### config.mk
export PLATFORM = sky130hd
export DESIGN_NAME = lmd_i2c_slave
export DESIGN_NICKNAME = d
export VERILOG_FILES = /design/src/lmd_pkg.sv /design/src/lmd_i2c_slave.sv
export SDC_FILE = /design/constraint.sdc
export NUM_CORES = 1
export LEC_CHECK = 0
export BUFFER_PORTS_ARGS = -buffer_cell sky130_fd_sc_hd__buf_2
export CELL_PAD_IN_SITES_DETAIL_PLACEMENT = 0
export CELL_PAD_IN_SITES_GLOBAL_PLACEMENT = 1
export CORE_MARGIN = 3
export CORE_UTILIZATION = 34
export CTS_BUF_LIST = sky130_fd_sc_hd__clkbuf_2
export CTS_CLUSTER_DIAMETER = 30
export CTS_CLUSTER_SIZE = 12
export DETAILED_ROUTE_END_ITERATION = 10
export GPL_ROUTABILITY_DRIVEN = 0
export GPL_TIMING_DRIVEN = 0
export PLACE_DENSITY_LB_ADDON = 0.1
export SLEW_MARGIN = 40
export SYNTH_ARGS = -nofsm -noshare
export SYNTH_HDL_FRONTEND = slang
export SYNTH_SLANG_ARGS = --single-unit
### constraint.sdc
create_clock -name mclk -period 2.88 [get_ports mclk]
set_input_delay 0.864 -clock mclk [delete_from_list [all_inputs] [get_ports mclk]]
set_output_delay 0.864 -clock mclk [all_outputs]
set_load 0.05 [all_outputs]
### src/lmd_pkg.sv
// Shared constants, state encoding and pin decode for the display
// driver's two-wire slave port.
// Assumes one system clock; all bus pins are asynchronous to it.
package lmd_pkg;

    // ========================================================
    // Address, pointer and bit counter constants
    localparam logic [2:0] ADDR_TOP = 3'h5;
    localparam logic [6:0] CMD_FONT = 7'h05;
    localparam logic [6:0] CMD_LAST = 7'h7F;
    localparam logic [6:0] CMD_RST  = 7'h00;
    localparam logic [2:0] BIT_LAST = 3'h7;
    localparam logic [2:0] BIT_RST  = 3'h0;

    // ========================================================
    // Address pin strap codes
    localparam logic [1:0] PIN_GND = 2'h0;
    localparam logic [1:0] PIN_VDD = 2'h1;
    localparam logic [1:0] PIN_SDA = 2'h2;
    localparam logic [1:0] PIN_SCL = 2'h3;

    // ========================================================
    // Buffer defaults
    localparam int FIFO_DEPTH = 8;
    localparam int FONT_W     = 7;

    typedef enum logic [3:0] {
        ST_IDLE, ST_ADDR, ST_AACK, ST_CMD, ST_CACK,
        ST_WDATA, ST_WACK, ST_RDATA, ST_RACK, ST_IGNORE
    } lmd_state_e;

    // Level seen with bus idle, at START, and at first SCL fall
    function automatic logic [1:0] lmd_pin_code(input logic idle,
                                                input logic strt,
                                                input logic fall);
        logic [1:0] c;
        c = PIN_VDD;
        if (!idle) c = PIN_GND;
        else if (!strt) c = PIN_SDA;
        else if (!fall) c = PIN_SCL;
        return c;
    endfunction : lmd_pin_code

endpackage : lmd_pkg

### src/lmd_i2c_slave.sv
// Two-wire slave port of the LED matrix driver, with its write FIFO.
// Assumes SCL and SDA arrive asynchronous to mclk and much slower.
`timescale 1ns/1ps
`default_nettype none

// ============================================================
// Shift-register FIFO; head word sits in entry 0
module lmd_fifo #(
    parameter int W     = 8,
    parameter int DEPTH = 8
) (
    input  wire logic         mclk,
    input  wire logic         rst,
    input  wire logic         in_valid,
    output logic              in_ready,
    input  wire logic [W-1:0] in_data,
    output logic              out_valid,
    input  wire logic         out_ready,
    output logic [W-1:0]      out_data
);
    localparam int CW = $clog2(DEPTH + 1);

    typedef struct packed {
        logic [DEPTH-1:0][W-1:0] mem;
        logic [CW-1:0]           count;
        logic                    nonempty;
        logic                    full;
    } lmd_fifo_s;

    lmd_fifo_s st;
    lmd_fifo_s next_st;

    always_comb begin
        logic          pop;
        logic          push;
        logic [CW-1:0] base;
        pop     = st.nonempty && out_ready;
        push    = in_valid && !st.full;
        base    = st.count - CW'(pop);
        next_st = st;
        if (pop) begin
            for (int i = 0; i < DEPTH - 1; i++) begin
                next_st.mem[i] = st.mem[i+1];
            end
        end
        if (push) begin
            next_st.mem[base] = in_data;
        end
        next_st.count    = base + CW'(push);
        next_st.nonempty = next_st.count != '0;
        next_st.full     = next_st.count == CW'(DEPTH);
    end

    always_ff @(posedge mclk) begin
        if (rst) begin
            st <= '0;
        end else begin
            st <= next_st;
        end
    end

    assign in_ready  = !st.full;
    assign out_valid = st.nonempty;
    assign out_data  = st.mem[0];
endmodule : lmd_fifo

// ============================================================
// Bus slave: framing, address match, pointer, read and write
module lmd_i2c_slave
    import lmd_pkg::*;
#(
    parameter int FW    = FONT_W,
    parameter int DEPTH = FIFO_DEPTH
) (
    input  wire logic          mclk,
    input  wire logic          rst,
    input  wire logic          scl_in,
    input  wire logic          sda_in,
    output logic               sda_out,
    output logic               sda_oe,
    input  wire logic          addr_select_pin_low,
    input  wire logic          addr_select_pin_high,
    output logic [6:0]         rd_addr,
    output logic [FW-1:0]      rd_font,
    input  wire logic [7:0]    rd_data,
    output logic               wr_valid,
    input  wire logic          wr_ready,
    output logic [6:0]         wr_cmd,
    output logic [FW-1:0]      wr_font,
    output logic [7:0]         wr_data,
    output logic               bus_busy
);
    localparam int WW = 7 + FW + 8;

    typedef struct packed {
        logic          scl_m, scl_s, scl_q;
        logic          sda_m, sda_s, sda_q;
        logic          psl_m, psl_s, psh_m, psh_s;
        logic [1:0]    pin_idle, pin_start, pin_fall;
        logic          first_fall;
        lmd_state_e    state;
        logic [2:0]    bits;
        logic [7:0]    shift;
        logic [7:0]    tx;
        logic          rw, mack, acked, busy;
        logic          drv, sda_lo;
        logic [6:0]    ptr;
        logic [FW-1:0] font;
        logic          push;
        logic [WW-1:0] wdata;
    } lmd_top_s;

    lmd_top_s st;
    lmd_top_s next_st;

    logic       start;
    logic       stop;
    logic       rise;
    logic       fall;
    logic       match;
    logic       last;
    logic       adv;
    logic       fifo_ready;
    logic [3:0] strap;

    // ========================================================
    // Bus event decode on synchronised samples
    assign rise  = st.scl_s && !st.scl_q;
    assign fall  = !st.scl_s && st.scl_q;
    assign start = st.scl_s && st.scl_q && st.sda_q && !st.sda_s;
    assign stop  = st.scl_s && st.scl_q && !st.sda_q && st.sda_s;
    assign last  = st.bits == BIT_LAST;
    assign strap = {lmd_pin_code(st.pin_idle[1], st.pin_start[1], st.pin_fall[1]),
                    lmd_pin_code(st.pin_idle[0], st.pin_start[0], st.pin_fall[0])};
    assign match = st.shift[7:5] == ADDR_TOP && st.shift[4:1] == strap;
    assign adv   = fall && last && ((st.state == ST_WDATA && fifo_ready)
                                    || st.state == ST_RDATA);

    // ========================================================
    // Next state
    always_comb begin
        logic [6:0]    ptr_nx;
        logic [FW-1:0] font_nx;
        ptr_nx  = st.ptr;
        font_nx = st.font;
        next_st = st;
        next_st.scl_m = scl_in;
        next_st.scl_s = st.scl_m;
        next_st.scl_q = st.scl_s;
        next_st.sda_m = sda_in;
        next_st.sda_s = st.sda_m;
        next_st.sda_q = st.sda_s;
        next_st.psl_m = addr_select_pin_low;
        next_st.psl_s = st.psl_m;
        next_st.psh_m = addr_select_pin_high;
        next_st.psh_s = st.psh_m;
        next_st.push  = 1'b0;
        if (st.ptr == CMD_FONT) begin
            font_nx = st.font + 1'b1;
        end else if (st.ptr != CMD_LAST) begin
            ptr_nx = st.ptr + 7'h01;
        end
        if (st.scl_s && st.sda_s && !st.busy) begin
            next_st.pin_idle = {st.psh_s, st.psl_s};
        end
        if (start) begin
            next_st.state      = ST_ADDR;
            next_st.bits       = BIT_RST;
            next_st.drv        = 1'b0;
            next_st.busy       = 1'b1;
            next_st.first_fall = 1'b1;
            next_st.pin_start  = {st.psh_s, st.psl_s};
        end else if (stop) begin
            next_st.state = ST_IDLE;
            next_st.drv   = 1'b0;
            next_st.busy  = 1'b0;
        end else if (rise) begin
            if (st.state inside {ST_ADDR, ST_CMD, ST_WDATA}) begin
                next_st.shift = {st.shift[6:0], st.sda_s};
            end
            if (st.state == ST_RACK) begin
                next_st.mack = !st.sda_s;
            end
        end else if (fall && st.first_fall) begin
            next_st.first_fall = 1'b0;
            next_st.pin_fall   = {st.psh_s, st.psl_s};
        end else if (fall) begin
            unique case (st.state)
                ST_ADDR: begin
                    if (last) begin
                        next_st.rw = st.shift[0];
                        if (match) begin
                            next_st.drv   = 1'b1;
                            next_st.state = ST_AACK;
                        end else begin
                            next_st.state = ST_IGNORE;
                        end
                    end else begin
                        next_st.bits = st.bits + 3'h1;
                    end
                end
                ST_AACK: begin
                    next_st.bits = BIT_RST;
                    if (st.rw) begin
                        next_st.tx    = rd_data;
                        next_st.drv   = !rd_data[7];
                        next_st.state = ST_RDATA;
                    end else begin
                        next_st.drv   = 1'b0;
                        next_st.state = ST_CMD;
                    end
                end
                ST_CMD: begin
                    if (last) begin
                        next_st.ptr   = st.shift[6:0];
                        next_st.drv   = 1'b1;
                        next_st.state = ST_CACK;
                    end else begin
                        next_st.bits = st.bits + 3'h1;
                    end
                end
                ST_CACK: begin
                    next_st.drv   = 1'b0;
                    next_st.bits  = BIT_RST;
                    next_st.state = ST_WDATA;
                end
                ST_WDATA: begin
                    if (last) begin
                        next_st.state = ST_WACK;
                        next_st.acked = fifo_ready;
                        if (fifo_ready) begin
                            next_st.push  = 1'b1;
                            next_st.wdata = {st.ptr, st.font, st.shift};
                            next_st.drv   = 1'b1;
                            next_st.ptr   = ptr_nx;
                            next_st.font  = font_nx;
                        end
                    end else begin
                        next_st.bits = st.bits + 3'h1;
                    end
                end
                ST_WACK: begin
                    next_st.drv   = 1'b0;
                    next_st.bits  = BIT_RST;
                    next_st.state = st.acked ? ST_WDATA : ST_IGNORE;
                end
                ST_RDATA: begin
                    if (last) begin
                        next_st.drv   = 1'b0;
                        next_st.state = ST_RACK;
                        next_st.ptr   = ptr_nx;
                        next_st.font  = font_nx;
                    end else begin
                        next_st.tx   = {st.tx[6:0], 1'b0};
                        next_st.drv  = !st.tx[6];
                        next_st.bits = st.bits + 3'h1;
                    end
                end
                ST_RACK: begin
                    next_st.bits = BIT_RST;
                    if (st.mack) begin
                        next_st.tx    = rd_data;
                        next_st.drv   = !rd_data[7];
                        next_st.state = ST_RDATA;
                    end else begin
                        next_st.state = ST_IGNORE;
                    end
                end
                ST_IDLE, ST_IGNORE: begin
                    next_st.drv = 1'b0;
                end
            endcase
        end
    end

    always_ff @(posedge mclk) begin
        if (rst) begin
            st       <= '0;
            st.scl_m <= 1'b1;
            st.scl_s <= 1'b1;
            st.scl_q <= 1'b1;
            st.sda_m <= 1'b1;
            st.sda_s <= 1'b1;
            st.sda_q <= 1'b1;
            st.state <= ST_IDLE;
            st.ptr   <= CMD_RST;
        end else begin
            st <= next_st;
        end
    end

    // ========================================================
    // Write data buffer
    lmd_fifo #(
        .W     (WW),
        .DEPTH (DEPTH)
    ) u_fifo (
        .mclk      (mclk),
        .rst       (rst),
        .in_valid  (st.push),
        .in_ready  (fifo_ready),
        .in_data   (st.wdata),
        .out_valid (wr_valid),
        .out_ready (wr_ready),
        .out_data  ({wr_cmd, wr_font, wr_data})
    );

    assign sda_out  = st.sda_lo;
    assign sda_oe   = st.drv;
    assign rd_addr  = st.ptr;
    assign rd_font  = st.font;
    assign bus_busy = st.busy;

    // ========================================================
    // Checks
    property p_oe_rise;
        @(posedge mclk) disable iff (rst)
        $rose(sda_oe) |-> !st.scl_s;
    endproperty
    a_oe_rise: assert property (p_oe_rise)
        else $error("SDA drive began while SCL high");

    property p_oe_hold;
        @(posedge mclk) disable iff (rst)
        st.scl_s && $past(st.scl_s) && !$past(stop) |-> $stable(sda_oe);
    endproperty
    a_oe_hold: assert property (p_oe_hold)
        else $error("SDA drive changed during SCL high");

    property p_start;
        @(posedge mclk) disable iff (rst)
        start |=> st.state == ST_ADDR && st.bits == BIT_RST && !sda_oe;
    endproperty
    a_start: assert property (p_start)
        else $error("START did not restart the receiver");

    property p_stop;
        @(posedge mclk) disable iff (rst)
        stop |=> st.state == ST_IDLE && !bus_busy && !sda_oe;
    endproperty
    a_stop: assert property (p_stop)
        else $error("STOP did not free the bus");

    property p_addr_ack;
        @(posedge mclk) disable iff (rst)
        fall && !st.first_fall && st.state == ST_ADDR && last && match
        |=> sda_oe && st.state == ST_AACK;
    endproperty
    a_addr_ack: assert property (p_addr_ack)
        else $error("Own address not acknowledged");

    property p_addr_miss;
        @(posedge mclk) disable iff (rst)
        fall && !st.first_fall && st.state == ST_ADDR && last && !match
        |=> !sda_oe && st.state == ST_IGNORE;
    endproperty
    a_addr_miss: assert property (p_addr_miss)
        else $error("Foreign address not ignored");

    property p_cmd_store;
        @(posedge mclk) disable iff (rst)
        fall && !st.first_fall && st.state == ST_CMD && last
        |=> rd_addr == $past(st.shift[6:0]) && sda_oe;
    endproperty
    a_cmd_store: assert property (p_cmd_store)
        else $error("Command byte not stored");

    property p_wr_push;
        @(posedge mclk) disable iff (rst)
        adv && st.state == ST_WDATA
        |=> st.push && st.wdata[7:0] == $past(st.shift)
            && st.wdata[WW-1:WW-7] == $past(st.ptr);
    endproperty
    a_wr_push: assert property (p_wr_push)
        else $error("Data byte not queued at pointer");

    property p_last_hold;
        @(posedge mclk) disable iff (rst)
        adv && st.ptr == CMD_LAST |=> rd_addr == CMD_LAST;
    endproperty
    a_last_hold: assert property (p_last_hold)
        else $error("Top command address advanced");

    property p_font_step;
        @(posedge mclk) disable iff (rst)
        adv && st.ptr == CMD_FONT
        |=> rd_addr == CMD_FONT && rd_font == $past(st.font) + 1'b1;
    endproperty
    a_font_step: assert property (p_font_step)
        else $error("Font pointer step wrong");

    property p_rd_bit;
        @(posedge mclk) disable iff (rst)
        fall && !st.first_fall && st.state == ST_RDATA && !last
        |=> sda_oe == !$past(st.tx[6]);
    endproperty
    a_rd_bit: assert property (p_rd_bit)
        else $error("Read bit driven wrongly");
endmodule : lmd_i2c_slave

`default_nettype wire

==> flow_summary.ini <==
[finish]
drive_above_1_share_pct = 17.81
multiInputGateArea_mm2 = 0.005744
seq_area_mm2 = 0.005266
fin_cells = 2050
nFillCells = 3646
final_cell_mix = 282 x nand2_1, 262 x dfxtp_1, 205 x nor2_1
final_common_cell = nand2_1
syn_to_final_growth_pct = 14.95
nets = 1567

[yosys]
netlist_instances = 1418
synth-edff-count = 0
syn-cell-area_mm2 = 0.01187
synthTopCellsByArea = dfxtp_1 44%, nand2_1 8.9%, mux2i_1 7.5%
yosys_warnings = 0
yosysTopAreaCellShare_pct = 44.35
ys_seq_area_share_pct = 44.35
syn_avg_cell_area_um2 = 8.373
yosys.area.top_type = dfxtp_1
synth-seq-cells = 263
synthDistinctLibCells = 68
syn_nets = 1441
synth_flop_cell = dfxtp_1
async_reset_ff_share_pct = 0

[worst_setup_path]
criticalPathCategory = flop to output pin
timing.critical_path.to = rd_addr[6]
rr_startpoint = u_fifo.out_valid$_SDFF_PP0_
cp-end-kind = output pin
r2r_slack_ns = 0.25
timing.rr.end = u_fifo.st[97]$_SDFF_PP0_
cp-startpoint = rd_addr[6]$_SDFFE_PP0P_
cp-start-kind = flop
r2r_cells = 9
cp.arrival_ns = 1.85
worstPathMaxFanout = 7
required_ns = 2.02

[grt]
grt_start_max_net_pins = 18
grt_pass1_vias = 10060
grt-ovfl-total = 0
grt_pass1_wl_mm = 54.71
antenna_found_initial = 1
grt_usage_pct = 18.62

[clocking]
htreeDepth = 3
tritoncts = done
path_clk_slew_ns = 0.10
clkLatencyLatePin_ns = 0.94
cts-buffers-inserted = 73
cts_setup_buffers = 0
clock_sinks = 263
clock-root-buffer = clkbuf_2
clk_path_buf_depth = 3

[outcome]
status = completed

[sta]
clock_skew_ns = 0.07124
worst_slew_pin_slew_ns = 0.8221
fmax_mhz = 367.9
rsz0062_at_grt = true
tns_ns = 0
fin_crit_ns = 2.718
setup_slack_ns = 0.1617
maxSlewViolCount = 0
min_period_over_period_pct = 94.39
setup_violations = 0
slew_headroom_pct = 45.20
hold_viol = 0

[route]
drt-total-wl_mm = 33.40
drcViolationCount = 0
vias = 9919
antenna_left = 0
drtIter0Drc = 449
firstDrtPassIters = 5
vias_per_cell = 4.839
wire_per_inst_um = 16.29

[hold_path]
hp-class = input pin to flop

[place]
port-buffer-count = 52
dp_cells = 1918
pre_cts_ws_ns = -0.9436
dp_hpwl_mm = 25.61

[power_and_ir_drop]
leakagePower_nw = 5.754
power.density_mw_per_mm2 = 603.0
ir_worst_vdd_mv = 0.5407
total_power_mw = 8.230

[floorplanning]
dieHeight_um = 192.9
std_cell_rows = 67
start_util_pct = 34.97
core-area_mm2 = 0.03395
die_w_um = 192.9
ios = 55
dieArea_mm2 = 0.03720

[flow_run]
cap_violations = 0
cells by family after synthesis:
family	after synthesis	share of synthesized area, %
buffers and inverters	183	7.472
xor gates and xnor gates	14	1.033
and+or+nand+nor	579	21.33
adders and majority gates	8	0.8431
muxes	89	7.503
AOI/OAI and AO/OA	281	17.44
other	1	0.03159
DFF	263	44.35
how the worst min path moves through the flow:
| stage | start | endpoint | depth (start not counted) | slack, ns |
|---|---|---|---|---|
| 4_1_cts | scl_in | next_st[81]$_SDFF_PP1_ | 2 | 0.06 |
| 3_5_place_dp | next_st[78]$_SDFF_PP1_ | next_st[77]$_SDFF_PP1_ | 1 | 0.39 |
| 3_3_place_gp | next_st[78]$_SDFF_PP1_ | next_st[77]$_SDFF_PP1_ | 1 | 0.39 |
| 5_1_grt | sda_in | next_st[78]$_SDFF_PP1_ | 2 | 0.09 |
| 6_report | scl_in | next_st[81]$_SDFF_PP1_ | 2 | 0.16 |
| 2_1_floorplan | next_st[78]$_SDFF_PP1_ | next_st[77]$_SDFF_PP1_ | 1 | 0.39 |
routing by layer:
metal / track usage (%) / part of all wire (%) / routed length, µm
met3: 3.615 / 3.8 / 1259
met5: 0 / 0 / 0
met1: 21.99 / 44 / 14740
met4: 6.500 / 1.8 / 615
met2: 33.53 / 50 / 16780
cells in the mapped netlist (3+ instances only):
master and count:
a211oi_1 70, o31a_1 3, and3_1 6, a31oi_1 3
nor3_1 9, nand4_2 7, nor4_2 5, o22ai_1 3
buf_4 39, nand4_1 5, buf_2 31, a211oi_2 4
nand2_1 282, ha_1 8, buf_1 5, a22oi_1 3
and2_1 5, nor2_1 205, mux2i_1 89, nor2b_1 13
nor2_2 3, inv_1 13, a21oi_1 61, dfxtp_1 263
xor2_1 4, o211ai_1 3, clkbuf_1 91, a311oi_1 90
nand3_1 8, or2_2 6, o21ai_0 19, nand3b_1 4
xnor2_1 10
timing repair:
item / 4_1_cts / 5_1_grt
pin swaps: 0 / 0
setup endpoints to repair: 179 / 145
gates resized for setup: 1 / 28
hold buffers: 0 / 0
cell type report:
| type | instances | share of cell area [%] |
|---|---|---|
| Timing Repair Buffer | 52 | 1.907 |
| Clock buffer | 84 | 3.080 |
| Buffer | 167 | 6.188 |
| Sequential cell | 263 | 38.59 |
| Multi-Input combinational cell | 972 | 42.09 |
| Tap cell | 448 | 4.107 |
| Clock inverter | 47 | 3.575 |
| Inverter | 15 | 0.4309 |
| Antenna cell | 2 | 0.03667 |
metrics by stage:
stage	util, %	hold WS [ns]	cell area (µm²)
after floorplan	-	0.3895	11870
after global placement	37.39	0.3934	12690
after detailed placement	37.41	0.3942	12700
after CTS	40.07	0.05786	13610
after global routing	40.20	0.08782	13650
final	40.20	0.1602	13650
registers in the layout, summed over array words and instances (netlist names):
name	cells
bus_busy	1
st	59
rd_addr	7
next_st	6
u_fifo.out_data	22
rd_font	7
u_fifo.st	159
u_fifo.out_valid	1
sda_oe	1
power by group:
part           internal (mW)  switching (mW)  total [mW]
registers               3.67          0.0360        3.71
clock network           1.84            1.73        3.57
logic                  0.255           0.693       0.948
total                   5.77            2.46        8.23
worst max-delay path, cell delays in order (launching register included):
cell	delay [ns]
dfxtp_1	0.50
buf_4	0.18
buf_2	0.25
No activity file was read; power rests on OpenSTA's default activity.
